==> src/hw/adc_ctrl_pkg.sv <==
// Purpose: Constants for the serial converter control block
// Assumes: 16-clock serial words, command code in the top four bits
// Notes:   Command codes and field positions are kept here only
// Summary of operation
// - End-of-conversion form only in mode 00
// - Extended start in FIFO modes needs internal reference
// - Decode four clocks, then shift configuration out
// - Configuration read honoured only in mode 00
// - First cycle after interrupt shifts oldest entry
// - Other command stops shift, keeps oldest entry
// - FIFO read starts nothing, no interrupt
// - Back-to-back FIFO reads with frame sync high; here a read pops only with chip select low, one entry per interrupt
// - Write loads configuration, starts no conversion
// - Sampling window excludes chip-select low overlap
// - Single-shot extended converts on start rising edge
// - Eight-entry FIFO, interrupt at threshold
// - Single shot forces threshold of one
// - Conversion lasts fourteen conversion clocks
// - Serial clock divided by 1, 2 or 4
// - Automatic power-down when idle, reference stays
// - Reference 2 V, 4 V or external
// - Code saturates at full and zero scale
// - Mode 01 loses unread data on new select
// - Repeat sweep clears FIFO when not read
// - Power-down clears FIFO, restarts sweep
package adc_ctrl_pkg;
    localparam int          WORD_BITS     = 16;
    localparam int          CMD_BITS      = 4;
    localparam int          CFG_BITS      = 12;
    localparam int          DATA_BITS     = 10;
    localparam int          FIFO_DEPTH    = 8;
    localparam int          CONV_CLOCKS   = 14;
    localparam logic [11:0] CFG_RESET     = 12'h000;
    localparam logic [3:0]  CMD_WRITE_CFG = 4'ha;
    localparam logic [3:0]  CMD_READ_CFG  = 4'h9;
    localparam logic [3:0]  CMD_READ_FIFO = 4'he;
    localparam logic [3:0]  CMD_SW_PDOWN  = 4'h8;
    localparam logic [3:0]  CMD_SEL_LAST  = 4'h7;
    localparam int          CFG_REF_EXT   = 11;
    localparam int          CFG_REF_4V    = 10;
    localparam int          CFG_EOC_SEL   = 2;
    localparam int          CFG_CLK_HI    = 8;
    localparam int          CFG_CLK_LO    = 7;
    localparam int          CFG_MODE_HI   = 6;
    localparam int          CFG_MODE_LO   = 5;
    localparam int          CFG_EXT_SAMP  = 9;
    localparam int          CFG_THR_HI    = 1;
    localparam int          CFG_THR_LO    = 0;
    localparam logic [1:0]  MODE_SINGLE   = 2'h0;
    localparam logic [1:0]  MODE_REPEAT   = 2'h1;
    localparam logic [1:0]  MODE_RSWEEP   = 2'h3;
    localparam real         EXT_WAIT_US   = 2.5;
    localparam real         CLK_MHZ       = 10.0;
    localparam int          EXT_WAIT_CYC  = int'($floor(EXT_WAIT_US * CLK_MHZ));
    localparam int          SELECT_MIN    = 6;
endpackage

==> src/hw/fifo_port_if.sv <==
`timescale 1ns/1ps
// Purpose: Carrier between control and result store
// Assumes: One clock domain
// Notes:   Control drives requests, store drives state
interface fifo_port_if;
    logic       push;
    logic       pop;
    logic       flush;
    logic [9:0] wdata;
    logic [9:0] rdata;
    logic [3:0] count;
    modport ctrl  (output push, pop, flush, wdata, input rdata, count);
    modport store (input push, pop, flush, wdata, output rdata, count);
endinterface

==> src/hw/adc_serial_fifo_control.sv <==
`timescale 1ns/1ps
// Purpose: Serial command, conversion timing and FIFO control
// Assumes: Serial pins sampled into clk_sys, data rising edge
// Notes:   The analog result arrives on resultCode when done
module adc_serial_fifo_control
    import adc_ctrl_pkg::*;
(
    input  wire logic       clk_sys,
    input  wire logic       resetn,
    input  wire logic       clkEn,
    input  wire logic       chip_select_n,
    input  wire logic       frame_sync,
    input  wire logic       serial_clk,
    input  wire logic       serial_in,
    input  wire logic       conversion_start_n,
    input  wire logic       hard_power_down_n,
    input  wire logic       osc_tick,
    input  wire logic [9:0] resultCode,
    output logic            serial_out,
    output logic            serial_out_en,
    output logic            eocIntPin,
    output logic            convActive,
    output logic            sampleActive,
    output logic            poweredUp,
    output logic [1:0]      refSelect,
    output logic [3:0]      channel,
    output logic            startSample
);
    typedef enum {IDLE, SAMPLE, CONVERT} conv_state_type;

    logic [2:0]     csSync;
    logic [2:0]     fsSync;
    logic [2:0]     sckSync;
    logic [2:0]     cstSync;
    logic [1:0]     sdiSync;
    logic [1:0]     pdSync;
    logic [11:0]    converter_configuration;
    logic [15:0]    shiftIn;
    logic [15:0]    shiftOut;
    logic [4:0]     bitCount;
    logic           irqPending;
    logic           fifoCycle;
    logic           readHold;
    logic [3:0]     convCount;
    logic [1:0]     divCount;
    logic           extWait;
    conv_state_type state;
    fifo_port_if    fifoPort ();

    function automatic logic [3:0] thresholdOf(input logic [11:0] cfg);
        if (cfg[CFG_MODE_HI:CFG_MODE_LO] == MODE_SINGLE)
            return 4'h1;
        unique case (cfg[CFG_THR_HI:CFG_THR_LO])
            2'h0: return 4'h8;
            2'h1: return 4'h6;
            2'h2: return 4'h4;
            2'h3: return 4'h2;
        endcase
    endfunction

    function automatic logic [3:0] divOf(input logic [1:0] sel);
        return (sel == 2'h2) ? 4'h1 : (sel == 2'h3) ? 4'h4 : 4'h2;
    endfunction

    logic       active;
    logic       sckRise;
    logic       sckFall;
    logic       csFall;
    logic       cstRise;
    logic       cstFall;
    logic       wordDone;
    logic [3:0] cmd;
    logic [3:0] earlyCmd;
    logic [1:0] mode;
    logic       convTick;

    assign active   = !csSync[1] || fsSync[1];
    assign sckRise  = sckSync[1] && !sckSync[2];
    assign sckFall  = !sckSync[1] && sckSync[2];
    assign csFall   = !csSync[1] && csSync[2];
    assign cstRise  = cstSync[1] && !cstSync[2];
    assign cstFall  = !cstSync[1] && cstSync[2];
    assign mode     = converter_configuration[CFG_MODE_HI:CFG_MODE_LO];
    assign cmd      = shiftIn[14:11];
    assign earlyCmd = {shiftIn[2:0], sdiSync[1]};
    assign wordDone = sckRise && bitCount == 5'(WORD_BITS - 1) && !csSync[1];

    ////////////////////////////////////////////////////////////////////
    // Pin synchronisers
    always_ff @(posedge clk_sys or negedge resetn) begin
        if (!resetn) begin
            csSync  <= 3'h7;
            fsSync  <= 3'h0;
            sckSync <= 3'h0;
            cstSync <= 3'h7;
            sdiSync <= 2'h0;
            pdSync  <= 2'h3;
        end else if (clkEn) begin
            csSync  <= {csSync[1:0], chip_select_n};
            fsSync  <= {fsSync[1:0], frame_sync};
            sckSync <= {sckSync[1:0], serial_clk};
            cstSync <= {cstSync[1:0], conversion_start_n};
            sdiSync <= {sdiSync[0], serial_in};
            pdSync  <= {pdSync[0], hard_power_down_n};
        end
    end

    ////////////////////////////////////////////////////////////////////
    // Input shift and bit counter; frame sync high allows
    // words to follow with only the serial clock
    always_ff @(posedge clk_sys or negedge resetn) begin
        if (!resetn) begin
            shiftIn  <= 16'h0000;
            bitCount <= 5'h00;
        end else if (clkEn) begin
            if (csSync[1] && !fsSync[1]) begin
                bitCount <= 5'h00;
            end else if (sckRise) begin
                shiftIn  <= {shiftIn[14:0], sdiSync[1]};
                bitCount <= (bitCount == 5'(WORD_BITS - 1)) ? 5'h00 : bitCount + 5'h01;
            end
        end
    end

    ////////////////////////////////////////////////////////////////////
    // Configuration write and command decode
    always_ff @(posedge clk_sys or negedge resetn) begin
        if (!resetn) begin
            converter_configuration <= CFG_RESET;
            channel                 <= 4'h0;
        end else if (clkEn && (wordDone || (sckRise && bitCount == 5'(WORD_BITS - 1)))) begin
            if (cmd == CMD_WRITE_CFG)
                converter_configuration <= {shiftIn[10:0], sdiSync[1]};
            else if (cmd <= CMD_SEL_LAST)
                channel <= cmd;
        end
    end

    ////////////////////////////////////////////////////////////////////
    // Output shift: FIFO entry leads, configuration after four clocks
    always_ff @(posedge clk_sys or negedge resetn) begin
        if (!resetn) begin
            shiftOut      <= 16'h0000;
            serial_out    <= 1'b0;
            serial_out_en <= 1'b0;
            fifoCycle     <= 1'b0;
        end else if (clkEn) begin
            serial_out_en <= active;
            if (csFall || (active && bitCount == 5'h00 && sckFall)) begin
                fifoCycle <= irqPending || readHold;
                shiftOut  <= {fifoPort.rdata, 6'h00};
            end else if (sckRise && bitCount == 5'(CMD_BITS - 1)) begin
                // Command is only complete with the bit now arriving
                if (fifoCycle && earlyCmd != CMD_READ_FIFO)
                    shiftOut <= 16'h0000;
                else if (!fifoCycle && earlyCmd == CMD_READ_CFG && mode == MODE_SINGLE)
                    shiftOut <= {1'b0, converter_configuration, 3'h0};
                else if (!fifoCycle)
                    shiftOut <= 16'h0000;
            end else if (sckFall) begin
                shiftOut <= {shiftOut[14:0], 1'b0};
            end
            serial_out <= shiftOut[15];
        end
    end

    ////////////////////////////////////////////////////////////////////
    // FIFO reads, interrupt and clearing
    assign fifoPort.pop   = wordDone && fifoCycle && cmd == CMD_READ_FIFO;
    assign fifoPort.flush = !pdSync[1] || (wordDone && cmd == CMD_SW_PDOWN)
        || (wordDone && mode == MODE_REPEAT && cmd <= CMD_SEL_LAST)
        || (mode == MODE_RSWEEP && irqPending
            && ((wordDone && cmd != CMD_READ_FIFO) || cstFall));
    assign fifoPort.wdata = resultCode;

    always_ff @(posedge clk_sys or negedge resetn) begin
        if (!resetn) begin
            irqPending <= 1'b0;
            readHold   <= 1'b0;
        end else if (clkEn) begin
            if (fifoPort.push && fifoPort.count + 4'h1 >= thresholdOf(converter_configuration))
                irqPending <= 1'b1;
            else if (fifoPort.flush || (wordDone && fifoCycle))
                irqPending <= 1'b0;
            if (wordDone && fifoCycle && cmd != CMD_READ_FIFO)
                readHold <= 1'b1;
            else if (fifoPort.pop || fifoPort.flush)
                readHold <= 1'b0;
        end
    end

    ////////////////////////////////////////////////////////////////////
    // Conversion clock: oscillator or divided serial clock
    always_ff @(posedge clk_sys or negedge resetn) begin
        if (!resetn)
            divCount <= 2'h0;
        else if (clkEn && sckRise)
            divCount <= (4'(divCount) + 4'h1 >= divOf(converter_configuration[CFG_CLK_HI:CFG_CLK_LO]))
                ? 2'h0 : divCount + 2'h1;
    end
    assign convTick = converter_configuration[CFG_CLK_HI:CFG_CLK_LO] == 2'h0 ? osc_tick
        : (sckRise && 4'(divCount) + 4'h1 >= divOf(converter_configuration[CFG_CLK_HI:CFG_CLK_LO]));

    ////////////////////////////////////////////////////////////////////
    // Sampling and conversion sequencer
    logic extOk;
    logic selDone;
    assign extOk   = converter_configuration[CFG_EXT_SAMP]
        && (mode == MODE_SINGLE || !converter_configuration[CFG_REF_EXT]);
    assign selDone = wordDone && cmd <= CMD_SEL_LAST;

    always_ff @(posedge clk_sys or negedge resetn) begin
        if (!resetn) begin
            state        <= IDLE;
            convCount    <= 4'h0;
            extWait      <= 1'b0;
            startSample  <= 1'b0;
            sampleActive <= 1'b0;
            convActive   <= 1'b0;
            fifoPort.push <= 1'b0;
        end else if (clkEn) begin
            fifoPort.push <= 1'b0;
            startSample   <= 1'b0;
            if (!pdSync[1]) begin
                state <= IDLE;
            end else begin
                unique case (state)
                    IDLE: begin
                        if (selDone && !extOk) begin
                            state       <= SAMPLE;
                            startSample <= 1'b1;
                        end else if (selDone)
                            extWait <= 1'b1;
                        else if (extWait && cstRise && csSync[1]) begin
                            extWait   <= mode != MODE_SINGLE;
                            state     <= CONVERT;
                            convCount <= 4'h0;
                        end
                    end
                    SAMPLE: begin
                        state     <= CONVERT;
                        convCount <= 4'h0;
                    end
                    CONVERT: begin
                        if (convTick) begin
                            if (convCount == 4'(CONV_CLOCKS - 1)) begin
                                state         <= IDLE;
                                fifoPort.push <= 1'b1;
                            end else
                                convCount <= convCount + 4'h1;
                        end
                    end
                endcase
            end
            sampleActive <= extWait && !cstSync[1] && csSync[1];
            convActive   <= state == CONVERT;
        end
    end

    ////////////////////////////////////////////////////////////////////
    // Pin form, power and reference steering
    always_ff @(posedge clk_sys or negedge resetn) begin
        if (!resetn) begin
            eocIntPin <= 1'b1;
            poweredUp <= 1'b0;
            refSelect <= 2'h0;
        end else if (clkEn) begin
            if (mode == MODE_SINGLE && converter_configuration[CFG_EOC_SEL])
                eocIntPin <= state != CONVERT;
            else
                eocIntPin <= !irqPending;
            poweredUp <= active || !cstSync[1] || state != IDLE;
            refSelect <= {converter_configuration[CFG_REF_EXT],
                          converter_configuration[CFG_REF_4V]};
        end
    end

    result_fifo #(.DEPTH(FIFO_DEPTH)) store (
        .clk_sys (clk_sys),
        .resetn  (resetn),
        .clkEn   (clkEn),
        .port    (fifoPort)
    );

    chk_cfg_read_mode: assert property (@(posedge clk_sys) disable iff (!resetn)
        mode != MODE_SINGLE && !fifoCycle && clkEn && sckRise && bitCount == 5'(CMD_BITS - 1)
        |=> shiftOut == 16'h0000) else $error("config read outside single shot");
    chk_conv_length: assert property (@(posedge clk_sys) disable iff (!resetn)
        fifoPort.push |-> $past(convCount) == 4'(CONV_CLOCKS - 1))
        else $error("conversion length wrong");
    chk_fifo_bound: assert property (@(posedge clk_sys) disable iff (!resetn)
        fifoPort.count <= 4'(FIFO_DEPTH)) else $error("fifo count overflow");
    chk_pdown_flush: assert property (@(posedge clk_sys) disable iff (!resetn)
        clkEn && !pdSync[1] |=> fifoPort.count == 4'h0) else $error("fifo kept in power down");
    chk_eoc_form: assert property (@(posedge clk_sys) disable iff (!resetn)
        clkEn && mode != MODE_SINGLE && !irqPending |=> eocIntPin)
        else $error("eoc form outside mode 00");
    chk_read_no_conv: assert property (@(posedge clk_sys) disable iff (!resetn)
        state == IDLE && wordDone && cmd == CMD_READ_FIFO |=> state == IDLE)
        else $error("fifo read started conversion");
    chk_write_no_conv: assert property (@(posedge clk_sys) disable iff (!resetn)
        state == IDLE && wordDone && cmd == CMD_WRITE_CFG |=> state == IDLE)
        else $error("write started conversion");
    chk_single_thresh: assert property (@(posedge clk_sys) disable iff (!resetn)
        clkEn && mode == MODE_SINGLE && fifoPort.push |=> irqPending)
        else $error("single shot threshold not one");
endmodule

==> src/hw/result_fifo.sv <==
`timescale 1ns/1ps
// Purpose: Eight-entry result store with pointers and count
// Assumes: Flush has priority over push and pop
// Notes:   Pop on empty keeps the last entry on the output
module result_fifo
    import adc_ctrl_pkg::*;
#(
    parameter int DEPTH = FIFO_DEPTH
) (
    input wire logic   clk_sys,
    input wire logic   resetn,
    input wire logic   clkEn,
    fifo_port_if.store port
);
    logic [9:0] mem [DEPTH];
    logic [2:0] wrPtr;
    logic [2:0] rdPtr;
    logic       doPush;
    logic       doPop;

    // Accepted push and pop; a refused push must not block a pop
    assign doPush = port.push && port.count < 4'(DEPTH);
    assign doPop  = port.pop && port.count != 4'h0;

    // Pointer and count update
    always_ff @(posedge clk_sys or negedge resetn) begin
        if (!resetn) begin
            wrPtr      <= 3'h0;
            rdPtr      <= 3'h0;
            port.count <= 4'h0;
        end else if (clkEn) begin
            if (port.flush) begin
                wrPtr      <= 3'h0;
                rdPtr      <= 3'h0;
                port.count <= 4'h0;
            end else begin
                if (port.push && port.count < 4'(DEPTH))
                    wrPtr <= wrPtr + 3'h1;
                if (port.pop && port.count != 4'h0)
                    rdPtr <= rdPtr + 3'h1;
                if (doPush && !doPop)
                    port.count <= port.count + 4'h1;
                else if (doPop && !doPush)
                    port.count <= port.count - 4'h1;
            end
        end
    end

    // Storage write
    always_ff @(posedge clk_sys) begin
        if (clkEn && port.push && !port.flush && port.count < 4'(DEPTH))
            mem[wrPtr] <= port.wdata;
    end

    // Output stays on the last entry when empty
    always_ff @(posedge clk_sys or negedge resetn) begin
        if (!resetn)
            port.rdata <= 10'h000;
        else if (clkEn && port.count != 4'h0)
            port.rdata <= mem[rdPtr];
    end
endmodule

==> config.mk <==
export PLATFORM = sky130hd
export DESIGN_NAME = adc_serial_fifo_control
export DESIGN_NICKNAME = d
export VERILOG_FILES = /design/src/hw/adc_ctrl_pkg.sv /design/src/hw/fifo_port_if.sv /design/src/hw/adc_serial_fifo_control.sv /design/src/hw/result_fifo.sv
export SDC_FILE = /design/constraint.sdc
export NUM_CORES = 1
export LEC_CHECK = 0
export CAP_MARGIN = 20
export CORE_ASPECT_RATIO = 0.8
export CORE_MARGIN = 2
export CORE_UTILIZATION = 28
export DETAILED_ROUTE_END_ITERATION = 12
export DONT_BUFFER_PORTS = 1
export PLACE_DENSITY = 0.4
export REMOVE_ABC_BUFFERS = 1
export SYNTH_ARGS = -nofsm -noshare
export SYNTH_HDL_FRONTEND = slang
export SYNTH_SLANG_ARGS = --single-unit
==> constraint.sdc <==
create_clock -name clk_sys -period 5.25 [get_ports clk_sys]
set_input_delay 1.575 -clock clk_sys [delete_from_list [all_inputs] [get_ports clk_sys]]
set_output_delay 1.575 -clock clk_sys [all_outputs]
set_load 0.05 [all_outputs]
==> results_dict.tcl, run 1 <==
set metrics [dict create \
    outcome "finished, final reports clean" \
    switchingPower_w 0.00106 \
    vias 4873 \
    grt_pass1_vias 5043 \
    grt_max_degree 107 \
    design_area_um2 9400 \
    numCtsBuffers 17 \
    syn_inst 608 \
    worst_pin_slew_ns 1.03 \
    nets 653 \
    clock_sinks 186 \
    drc 0 \
    synth_ff_type "dfrtp_1" \
    insertion_delay_ns 0.44 \
    min_period_ns 3.40 \
    crit_path_max_fanout 51 \
    synth-seq-cells 186 \
    cts_tree "yes" \
    place_area_um2 8780 \
    routed_wl_um 18900 \
    rsz0062_at_grt "false" \
    fin_skew_ns 0.0148 \
    numPortBuffers 0 \
    drt_pass1_iterations 4 \
    cts.path.max_buffers 2 \
    drv_slew 0 \
    htree_levels 4 \
    synth_area_leaders "dfrtp_1, edfxtp_1, mux2_2" \
    fin_util_pct 32.1 \
    period_share_pct 64.8 \
    core_area_um2 29300 \
    p_leak_nw 3.64 \
    gp_congestion 0.743 \
    drtIter0Drc 292 \
    root_buffer "clkbuf_16" \
    rows 56 \
    p_int_w 0.00260 \
    synth_top_area_share_pct 29.1 \
    maxCapViolCount 0 \
    synthArstFlopShare_pct 57.0 \
    start_kind "primary input" \
    crit_type "in2reg" \
    critPathRequiredTime_ns 5.31 \
    die_y_um 158 \
    viasPerCell 4.87 \
    place_hpwl_um 12800 \
    hold_viol 0 \
    powerDensity_nw_per_um2 389 \
    yosysUniqueCellTypes 70 \
    syn_avg_cell_area_um2 13.7 \
    track_usage_pct 12.9 \
    die_x_um 197 \
    ys_warn_count 0 \
    endpoint_kind "flip-flop" \
    synth_area_um2 8340 \
    n_antenna_cell 0 \
    hold_path.class "reg2reg" \
    wl_per_cell_um 18.9 \
    finalSetupTns_ns 0 \
    ir_drop_mv 0.212 \
    postCtsSetupBuffers 0 \
    layout-drive-gt1-share_pct 21.8 \
    seq_power_share_pct 50.6 \
    cts-hold-fix-buffers 0 \
    ant_nets 0 \
    grt-ovfl-total 0 \
    setup_viol 0 \
    clk_pin_slew_ns 0.07 \
    initial_core_util_pct 28.5 \
    yosysTopAreaCell "dfrtp_1" \
    pwr-share-comb_pct 12.7 \
    cts_resized 0 \
    clock_power_share_pct 36.7 \
    max_freq_mhz 294 \
    synth_edf_count 80 \
    relSlewSlack_pct 31.6 \
    grt_antenna_before_repair 0 \
    die_area_um2 31200 \
    yosysSeqAreaShare_pct 60.8 \
    cp.arrival_ns 3.46 \
    finalPower_w 0.00365 \
    grt_pass1_wl_um 30100 \
    boundaryPins 33 \
    syn2layout_area_growth_pct 12.7 \
    switching_share_pct 29.0 \
]
[worst max-delay path: stages]
cell and delay (ns):
clkinv_1 0.26, a211oi_2 0.63, nand3_1 0.26, nor3b_2 0.72
[layout make-up]
class | count | area, µm²
clock buffer | 18 | 429
clock inverter | 14 | 188
fill | 2912 | 19900
inverter | 24 | 90.1
multi-input combinational | 373 | 3080
sequential | 186 | 5070
tap | 377 | 472
timing repair buffer | 9 | 67.6
[metrics by stage]
step	setup slack, ns	std cells	hold WS [ns]
final	1.85	1001	0.481
after global routing	1.59	1001	0.506
after CTS	1.81	1001	0.485
after detailed placement	1.34	969	0.468
after global placement	1.42	969	0.461
after floorplan	1.51	583	0.448
[power by group through the flow]
stage / sequential (W) / combinational [W] / clock, W
floorplan: 0.00183 / 0.000363 / 0
finish: 0.00185 / 0.000464 / 0.00134
detailed placement: 0.00188 / 0.000471 / 0
global placement: 0.00187 / 0.000453 / 0
global route: 0.00188 / 0.000529 / 0.00145
CTS: 0.00185 / 0.000472 / 0.00139
[worst paths after layout]
| kind | start | end | slack (ns) | cells past startpoint |
|---|---|---|---|---|
| min in group asynchronous | resetn | state[1] | 0.82 | 0 |
| setup reg to reg | bitCount[0] | store.mem[3][4] | 2.19 | 7 |
| hold / removal | shiftOut[13] | shiftOut[13] | 0.48 | 2 |
| hold reg to reg | shiftOut[13] | shiftOut[13] | 0.48 | 2 |
| max in group asynchronous | resetn | csSync[2] | 4.17 | 0 |
| setup / recovery | clkEn | store.mem[3][4] | 1.85 | 4 |
[routing by layer]
layer | track usage [%] | vias to the layer above | part of all wire, %
met5 | 0 | - | 0
met4 | 3.83 | 0 | 1.2
met3 | 2.80 | 12 | 2.4
met2 | 19.7 | 46 | 46
met1 | 18.4 | 2513 | 51
li1 | - | 2302 | -
[synth_stat cells, drive strengths merged (3+ instances only)]
library cell,n
a21o,4
a21oi,15
a221oi,7
a31oi,4
a32o,4
buf,14
clkbuf,11
dfrtp,97
dfstp,9
edfxtp,80
ha,22
inv,23
mux2,52
mux2i,15
mux4,20
nand2,50
nand2b,6
nand3,12
nand4,3
nand4b,3
nor2,23
nor2b,14
nor3,11
nor4,5
o21ai,35
o2bb2ai,4
o31ai,13
or2,3
xnor2,3
[registers in the layout (all words and copies together), names as in the netlist, 2 cells and up]
signal,count
store.wrPtr,3
bitCount,5
shiftOut,13
state,2
fsSync,2
store.mem,80
channel,4
divCount,2
cstSync,3
pdSync,2
convCount,4
store.rdPtr,3
converter_configuration,12
shiftIn,15
sdiSync,2
store.port.rdata,10
csSync,3
refSelect,2
store.port.count,4
sckSync,3
[cells by family (layout without fill, tap and decap cells)]
| logic type | Yosys count | count (layout) | synth area share [%] |
|---|---|---|---|
| flops | 186 | 186 | 60.8 |
| buf+inv | 49 | 65 | 2.52 |
| compound gates | 113 | 113 | 9.65 |
| xor+xnor | 4 | 4 | 0.420 |
| mux | 87 | 87 | 14.2 |
| simple gates | 147 | 147 | 9.10 |
| fa+ha+maj | 22 | 22 | 3.30 |
[layout by cell type, fill, tap and decap left out, types with 17 or more instances in the layout]
| cell | n |
|---|---|
| clkbuf_16 | 17 |
| dfrtp_1 | 97 |
| edfxtp_1 | 80 |
| ha_1 | 22 |
| inv_1 | 22 |
| mux2_2 | 52 |
| mux4_2 | 20 |
| nand2_1 | 50 |
| nor2_1 | 23 |
| o21ai_0 | 31 |
(Power assumes the default switching activity.)
==> run 2: changes to the inputs <==
--- a/config.mk
+++ b/config.mk
@@ -11,7 +11,7 @@
 export CORE_UTILIZATION = 28
 export DETAILED_ROUTE_END_ITERATION = 12
 export DONT_BUFFER_PORTS = 1
-export PLACE_DENSITY = 0.4
+export PLACE_DENSITY = 0.42
 export REMOVE_ABC_BUFFERS = 1
 export SYNTH_ARGS = -nofsm -noshare
 export SYNTH_HDL_FRONTEND = slang
==> constraint.sdc (replaced) <==
create_clock -name clk_sys -period 3.11 [get_ports clk_sys]
set_input_delay 0.933 -clock clk_sys [delete_from_list [all_inputs] [get_ports clk_sys]]
set_output_delay 0.933 -clock clk_sys [all_outputs]
set_load 0.05 [all_outputs]
==> run 2 against run 1 <==
  * Wire length is 4.6% higher
  * Power is 66% higher
  * Global-route usage is 0.61 points higher
  * Non-clock buffer count is 9 higher
  * Register-to-register slack worse by 1.6 ns
  * Critical path type is now reg2reg
  * Die area stayed put
==> results_dict.tcl, run 2 (synthesized netlist as in run 1, its figures left out) <==
set metrics [dict create \
    outcome "finished, final reports clean" \
    crit_path_max_fanout 10 \
    postCtsSetupBuffers 0 \
    routed_wl_um 19800 \
    root_buffer "clkbuf_16" \
    critPathRequiredTime_ns 3.24 \
    slowest_delay_ns 0.62 \
    cp_slowest_cell "nor4_1" \
    vias 5008 \
    fin_util_pct 32.2 \
    fin_cells 1010 \
    ir_drop_mv 0.277 \
    place_hpwl_um 13900 \
    clk_pin_slew_ns 0.07 \
    grt_max_degree 107 \
    p_leak_nw 3.67 \
    min_period_ns 2.54 \
    initial_core_util_pct 28.5 \
    grt_antenna_before_repair 0 \
    cts.path.max_buffers 2 \
    final_common_cell "dfrtp_1" \
    cp.arrival_ns 2.67 \
    cts_resized 0 \
    layout-drive-gt1-share_pct 22.7 \
    critPathBufInv 0 \
    hold_viol 0 \
    fin_skew_ns 0.0100 \
    die_x_um 197 \
    ant_nets 0 \
    gp_congestion 0.785 \
    die_area_um2 31200 \
    start_kind "flip-flop" \
    largest-register "store.mem" \
    drtIter0Drc 408 \
    clock_sinks 186 \
    hold_path.class "in2async" \
    reg_top3 "store.mem: 80 flops, shiftIn: 15 flops, shiftOut: 13 flops" \
    viasPerCell 4.96 \
    die_y_um 158 \
    n_antenna_cell 0 \
    crit_type "reg2reg" \
    worst_pin_slew_ns 0.951 \
    grt-ovfl-total 0 \
    drc 0 \
    maxCapViolCount 0 \
    period_share_pct 81.6 \
    drt_pass1_iterations 4 \
    cp_top_family "simple AND/OR/NAND/NOR gates" \
    powerDensity_nw_per_um2 645 \
    finalPower_w 0.00608 \
    grt_pass1_wl_um 31300 \
    insertion_delay_ns 0.43 \
    max_freq_mhz 394 \
    setup_viol 0 \
    layout_common_cells "dfrtp_1, edfxtp_1, mux2_2" \
    rsz0062_at_grt "false" \
    nets 662 \
    endpoint_kind "flip-flop" \
    cpMostUsedCell "nor4_1" \
    track_usage_pct 13.5 \
    numCtsBuffers 17 \
    boundaryPins 33 \
    worstPathCellList "ha_1 > nand4b_1 > nor4_1 > a21o_1 > nor4_1 > and3_1" \
    finalSetupTns_ns 0 \
    numPortBuffers 0 \
    syn2layout_area_growth_pct 13.0 \
    relSlewSlack_pct 36.6 \
    core_area_um2 29300 \
    hold-worst-slack_ns 0.186 \
    wl_per_cell_um 19.6 \
    cts-hold-fix-buffers 0 \
    cts_tree "yes" \
    dp.cells 978 \
    largest_reg_flops 80 \
    rows 56 \
    drv_slew 0 \
    grt_pass1_vias 5013 \
    htree_levels 4 \
]
run 2: metrics by stage:
stage                     setup WS (ns)  area [µm²]
final                             0.572        9420
after global routing              0.336        9420
after CTS                         0.557        9420
after detailed placement          0.502        8850
after global placement            0.533        8850
after floorplan                 0.00897        8220
run 2: area by class of cell:
| cell class | count | area, µm² |
|---|---|---|
| sequential | 186 | 5070 |
| fill | 2864 | 19900 |
| timing repair buffer | 18 | 135 |
| inverter | 24 | 90.1 |
| multi-input combinational | 373 | 3080 |
| tap | 377 | 472 |
| clock inverter | 15 | 151 |
| clock buffer | 17 | 425 |
run 2: routing by layer:
layer | routed length, µm | vias to the layer above | global-route usage (%) | share of wire, %
met4 | 210 | 0 | 3.65 | 1.1
met5 | 0 | - | 0 | 0
met2 | 8410 | 89 | 19.0 | 43
li1 | - | 2325 | - | -
met3 | 689 | 12 | 3.11 | 3.5
met1 | 10400 | 2582 | 20.6 | 53
run 2: worst paths after layout:
kind	from	endpoint	slack (ns)	cells after the start
setup / recovery	bitCount[1]	store.mem[2][6]	0.57	6
hold reg to reg	store.port.rdata[3]	store.port.rdata[3]	0.49	2
min in group clk_sys	store.port.rdata[3]	store.port.rdata[3]	0.49	2
max in group asynchronous	resetn	csSync[2]	2.62	0
hold / removal	resetn	convCount[1]	0.19	0
setup reg to reg	bitCount[1]	store.mem[2][6]	0.57	6
run 2: power breakdown:
group / leakage, nW / internal [W] / switching, W
sequential: 2.10 / 0.00284 / 0.000286
combinational: 1.29 / 0.000375 / 0.000407
clock: 0.282 / 0.00114 / 0.00103
total: 3.67 / 0.00435 / 0.00172
==> run 3: changes to the inputs <==
==> constraint.sdc (replaced) <==
create_clock -name clk_sys -period 2.28 [get_ports clk_sys]
set_input_delay 0.684 -clock clk_sys [delete_from_list [all_inputs] [get_ports clk_sys]]
set_output_delay 0.684 -clock clk_sys [all_outputs]
set_load 0.05 [all_outputs]
==> run 3 against run 2 <==
  * The flow now finishes with violations (hold timing)
  * Critical path depth increased by 1
  * First-iteration DRC count shrank 33%
  * Sequential cell count did not move
  * Largest cell class unchanged
  * Clock power is 41% higher
  * Cell area is 5.9% higher
==> results_dict.tcl, run 3 (synthesized netlist as in run 1, its figures left out) <==
set metrics [dict create \
    fillers 2833 \
    cp_top_family "simple AND/OR/NAND/NOR gates" \
    cp_slowest_cell "dfrtp_2" \
    drtIter0Drc 273 \
    grt_pass1_wl_um 31100 \
    critPathBufInv 2 \
    die_area_um2 31200 \
    grt_antenna_before_repair 0 \
    grt_pass1_vias 5316 \
    layout-drive-gt1-share_pct 29.6 \
    cts_tree "yes" \
    worst_pin_slew_ns 0.699 \
    vias 5109 \
    cts.path.max_buffers 2 \
    cp.arrival_ns 2.37 \
    hold_viol 84 \
    wl_per_cell_um 18.9 \
    core_area_um2 29300 \
    hold_path.class "in2async" \
    drc 0 \
    crit_path_max_fanout 6 \
    numPortBuffers 0 \
    place_area_um2 9150 \
    drv_slew 0 \
    endpoint_kind "flip-flop" \
    root_buffer "clkbuf_16" \
    setup_viol 0 \
    nets 701 \
    worstPathCellList "nor3b_1 > a32o_2 > a211oi_4 > buf_4 > nand3_4 > nor3b_4 > buf_6" \
    insertion_delay_ns 0.44 \
    powerDensity_nw_per_um2 862 \
    violations "hold timing" \
    largest_reg_flops 80 \
    htree_levels 4 \
    relSlewSlack_pct 53.4 \
    ant_nets 0 \
    rows 56 \
    hold-worst-slack_ns -0.0651 \
    syn2layout_area_growth_pct 19.7 \
    place_hpwl_um 13200 \
    initial_core_util_pct 28.5 \
    boundaryPins 33 \
    critPathRequiredTime_ns 2.43 \
    gp_congestion 0.726 \
    clk_pin_slew_ns 0.08 \
    period_share_pct 97.7 \
    die_y_um 158 \
    die_x_um 197 \
    slowest_delay_ns 0.46 \
    max_freq_mhz 449 \
    drt_pass1_iterations 4 \
    largest-register "store.mem" \
    grt-ovfl-total 0 \
    start_kind "flip-flop" \
    outcome "finished with violations" \
    crit_type "reg2reg" \
    clock_sinks 186 \
    final_common_cell "dfrtp_1" \
    viasPerCell 4.87 \
    layout_common_cells "dfrtp_1, edfxtp_1, mux2_2" \
    track_usage_pct 13.2 \
    routed_wl_um 19800 \
    ir_drop_mv 0.485 \
    min_period_ns 2.23 \
    p_leak_nw 3.90 \
    reg_top3 "store.mem: 80 flops, shiftIn: 15 flops, shiftOut: 13 flops" \
    fin_skew_ns 0.0156 \
    n_antenna_cell 0 \
    numCtsBuffers 17 \
    grt_max_degree 107 \
    design_area_um2 9980 \
    maxCapViolCount 0 \
]
==> run 3: power breakdown <==
part           switching [W]  leakage (nW)  total, W  internal [W]
combinational       0.000647          1.52   0.00131      0.000666
sequential          0.000361          2.09   0.00424       0.00387
clock                0.00139         0.288   0.00305       0.00166
total                0.00240          3.90   0.00860       0.00620
==> run 3: final cells by class <==
| cell class | count | area, µm² | share of cell area (%) |
|---|---|---|---|
| inverters | 24 | 90.1 | 0.903 |
| well taps | 377 | 472 | 4.73 |
| clock buffers | 17 | 425 | 4.26 |
| multi-input cells | 373 | 3210 | 32.2 |
| clock inverters | 15 | 180 | 1.81 |
| repair buffers | 57 | 529 | 5.30 |
| flip-flops and latches | 186 | 5070 | 50.8 |
==> run 3: worst paths after layout <==
check | start | to | slack, ns | cells past startpoint
max in group asynchronous | resetn | eocIntPin | 2.01 | 0
max | shiftIn[14] | store.mem[3][5] | 0.05 | 7
min | resetn | convActive | -0.07 | 0
min in group clk_sys | resultCode[3] | store.mem[2][3] | 0.34 | 0
max reg2reg | shiftIn[14] | store.mem[3][5] | 0.05 | 7
min reg2reg | shiftOut[11] | shiftOut[11] | 0.48 | 2
==> run 3: repair_timing <==
item	4_1_cts	5_1_grt
pin swaps	2	6
cloned	1	4
setup buffers	3	3
hold endpoints to repair	97	97
setup endpoints to repair	37	73
gates resized for setup	8	39
==> run 3: stage by stage <==
stage	power (W)	setup slack, ns	instances	utilization (%)	TNS (ns)
3_3_place_gp	0.00552	0.0746	1008	31.2	0
3_5_place_dp	0.00557	-0.0568	1008	31.2	-0.806
2_1_floorplan	0.00505	-0.793	583	-	-40.75
4_1_cts	0.00867	0.00532	1044	33.5	0
5_1_grt	0.00904	-0.0309	1049	34.1	-0.295
6_report	0.00860	0.0531	1049	34.1	0
==> run 3: metal layers <==
metal	global-route usage [%]	up-vias	part of all wire (%)
li1	-	2405	-
met1	18.8	2631	51
met2	20.4	61	45
met3	2.88	12	3.1
met4	4.01	0	0.84
met5	0	-	0
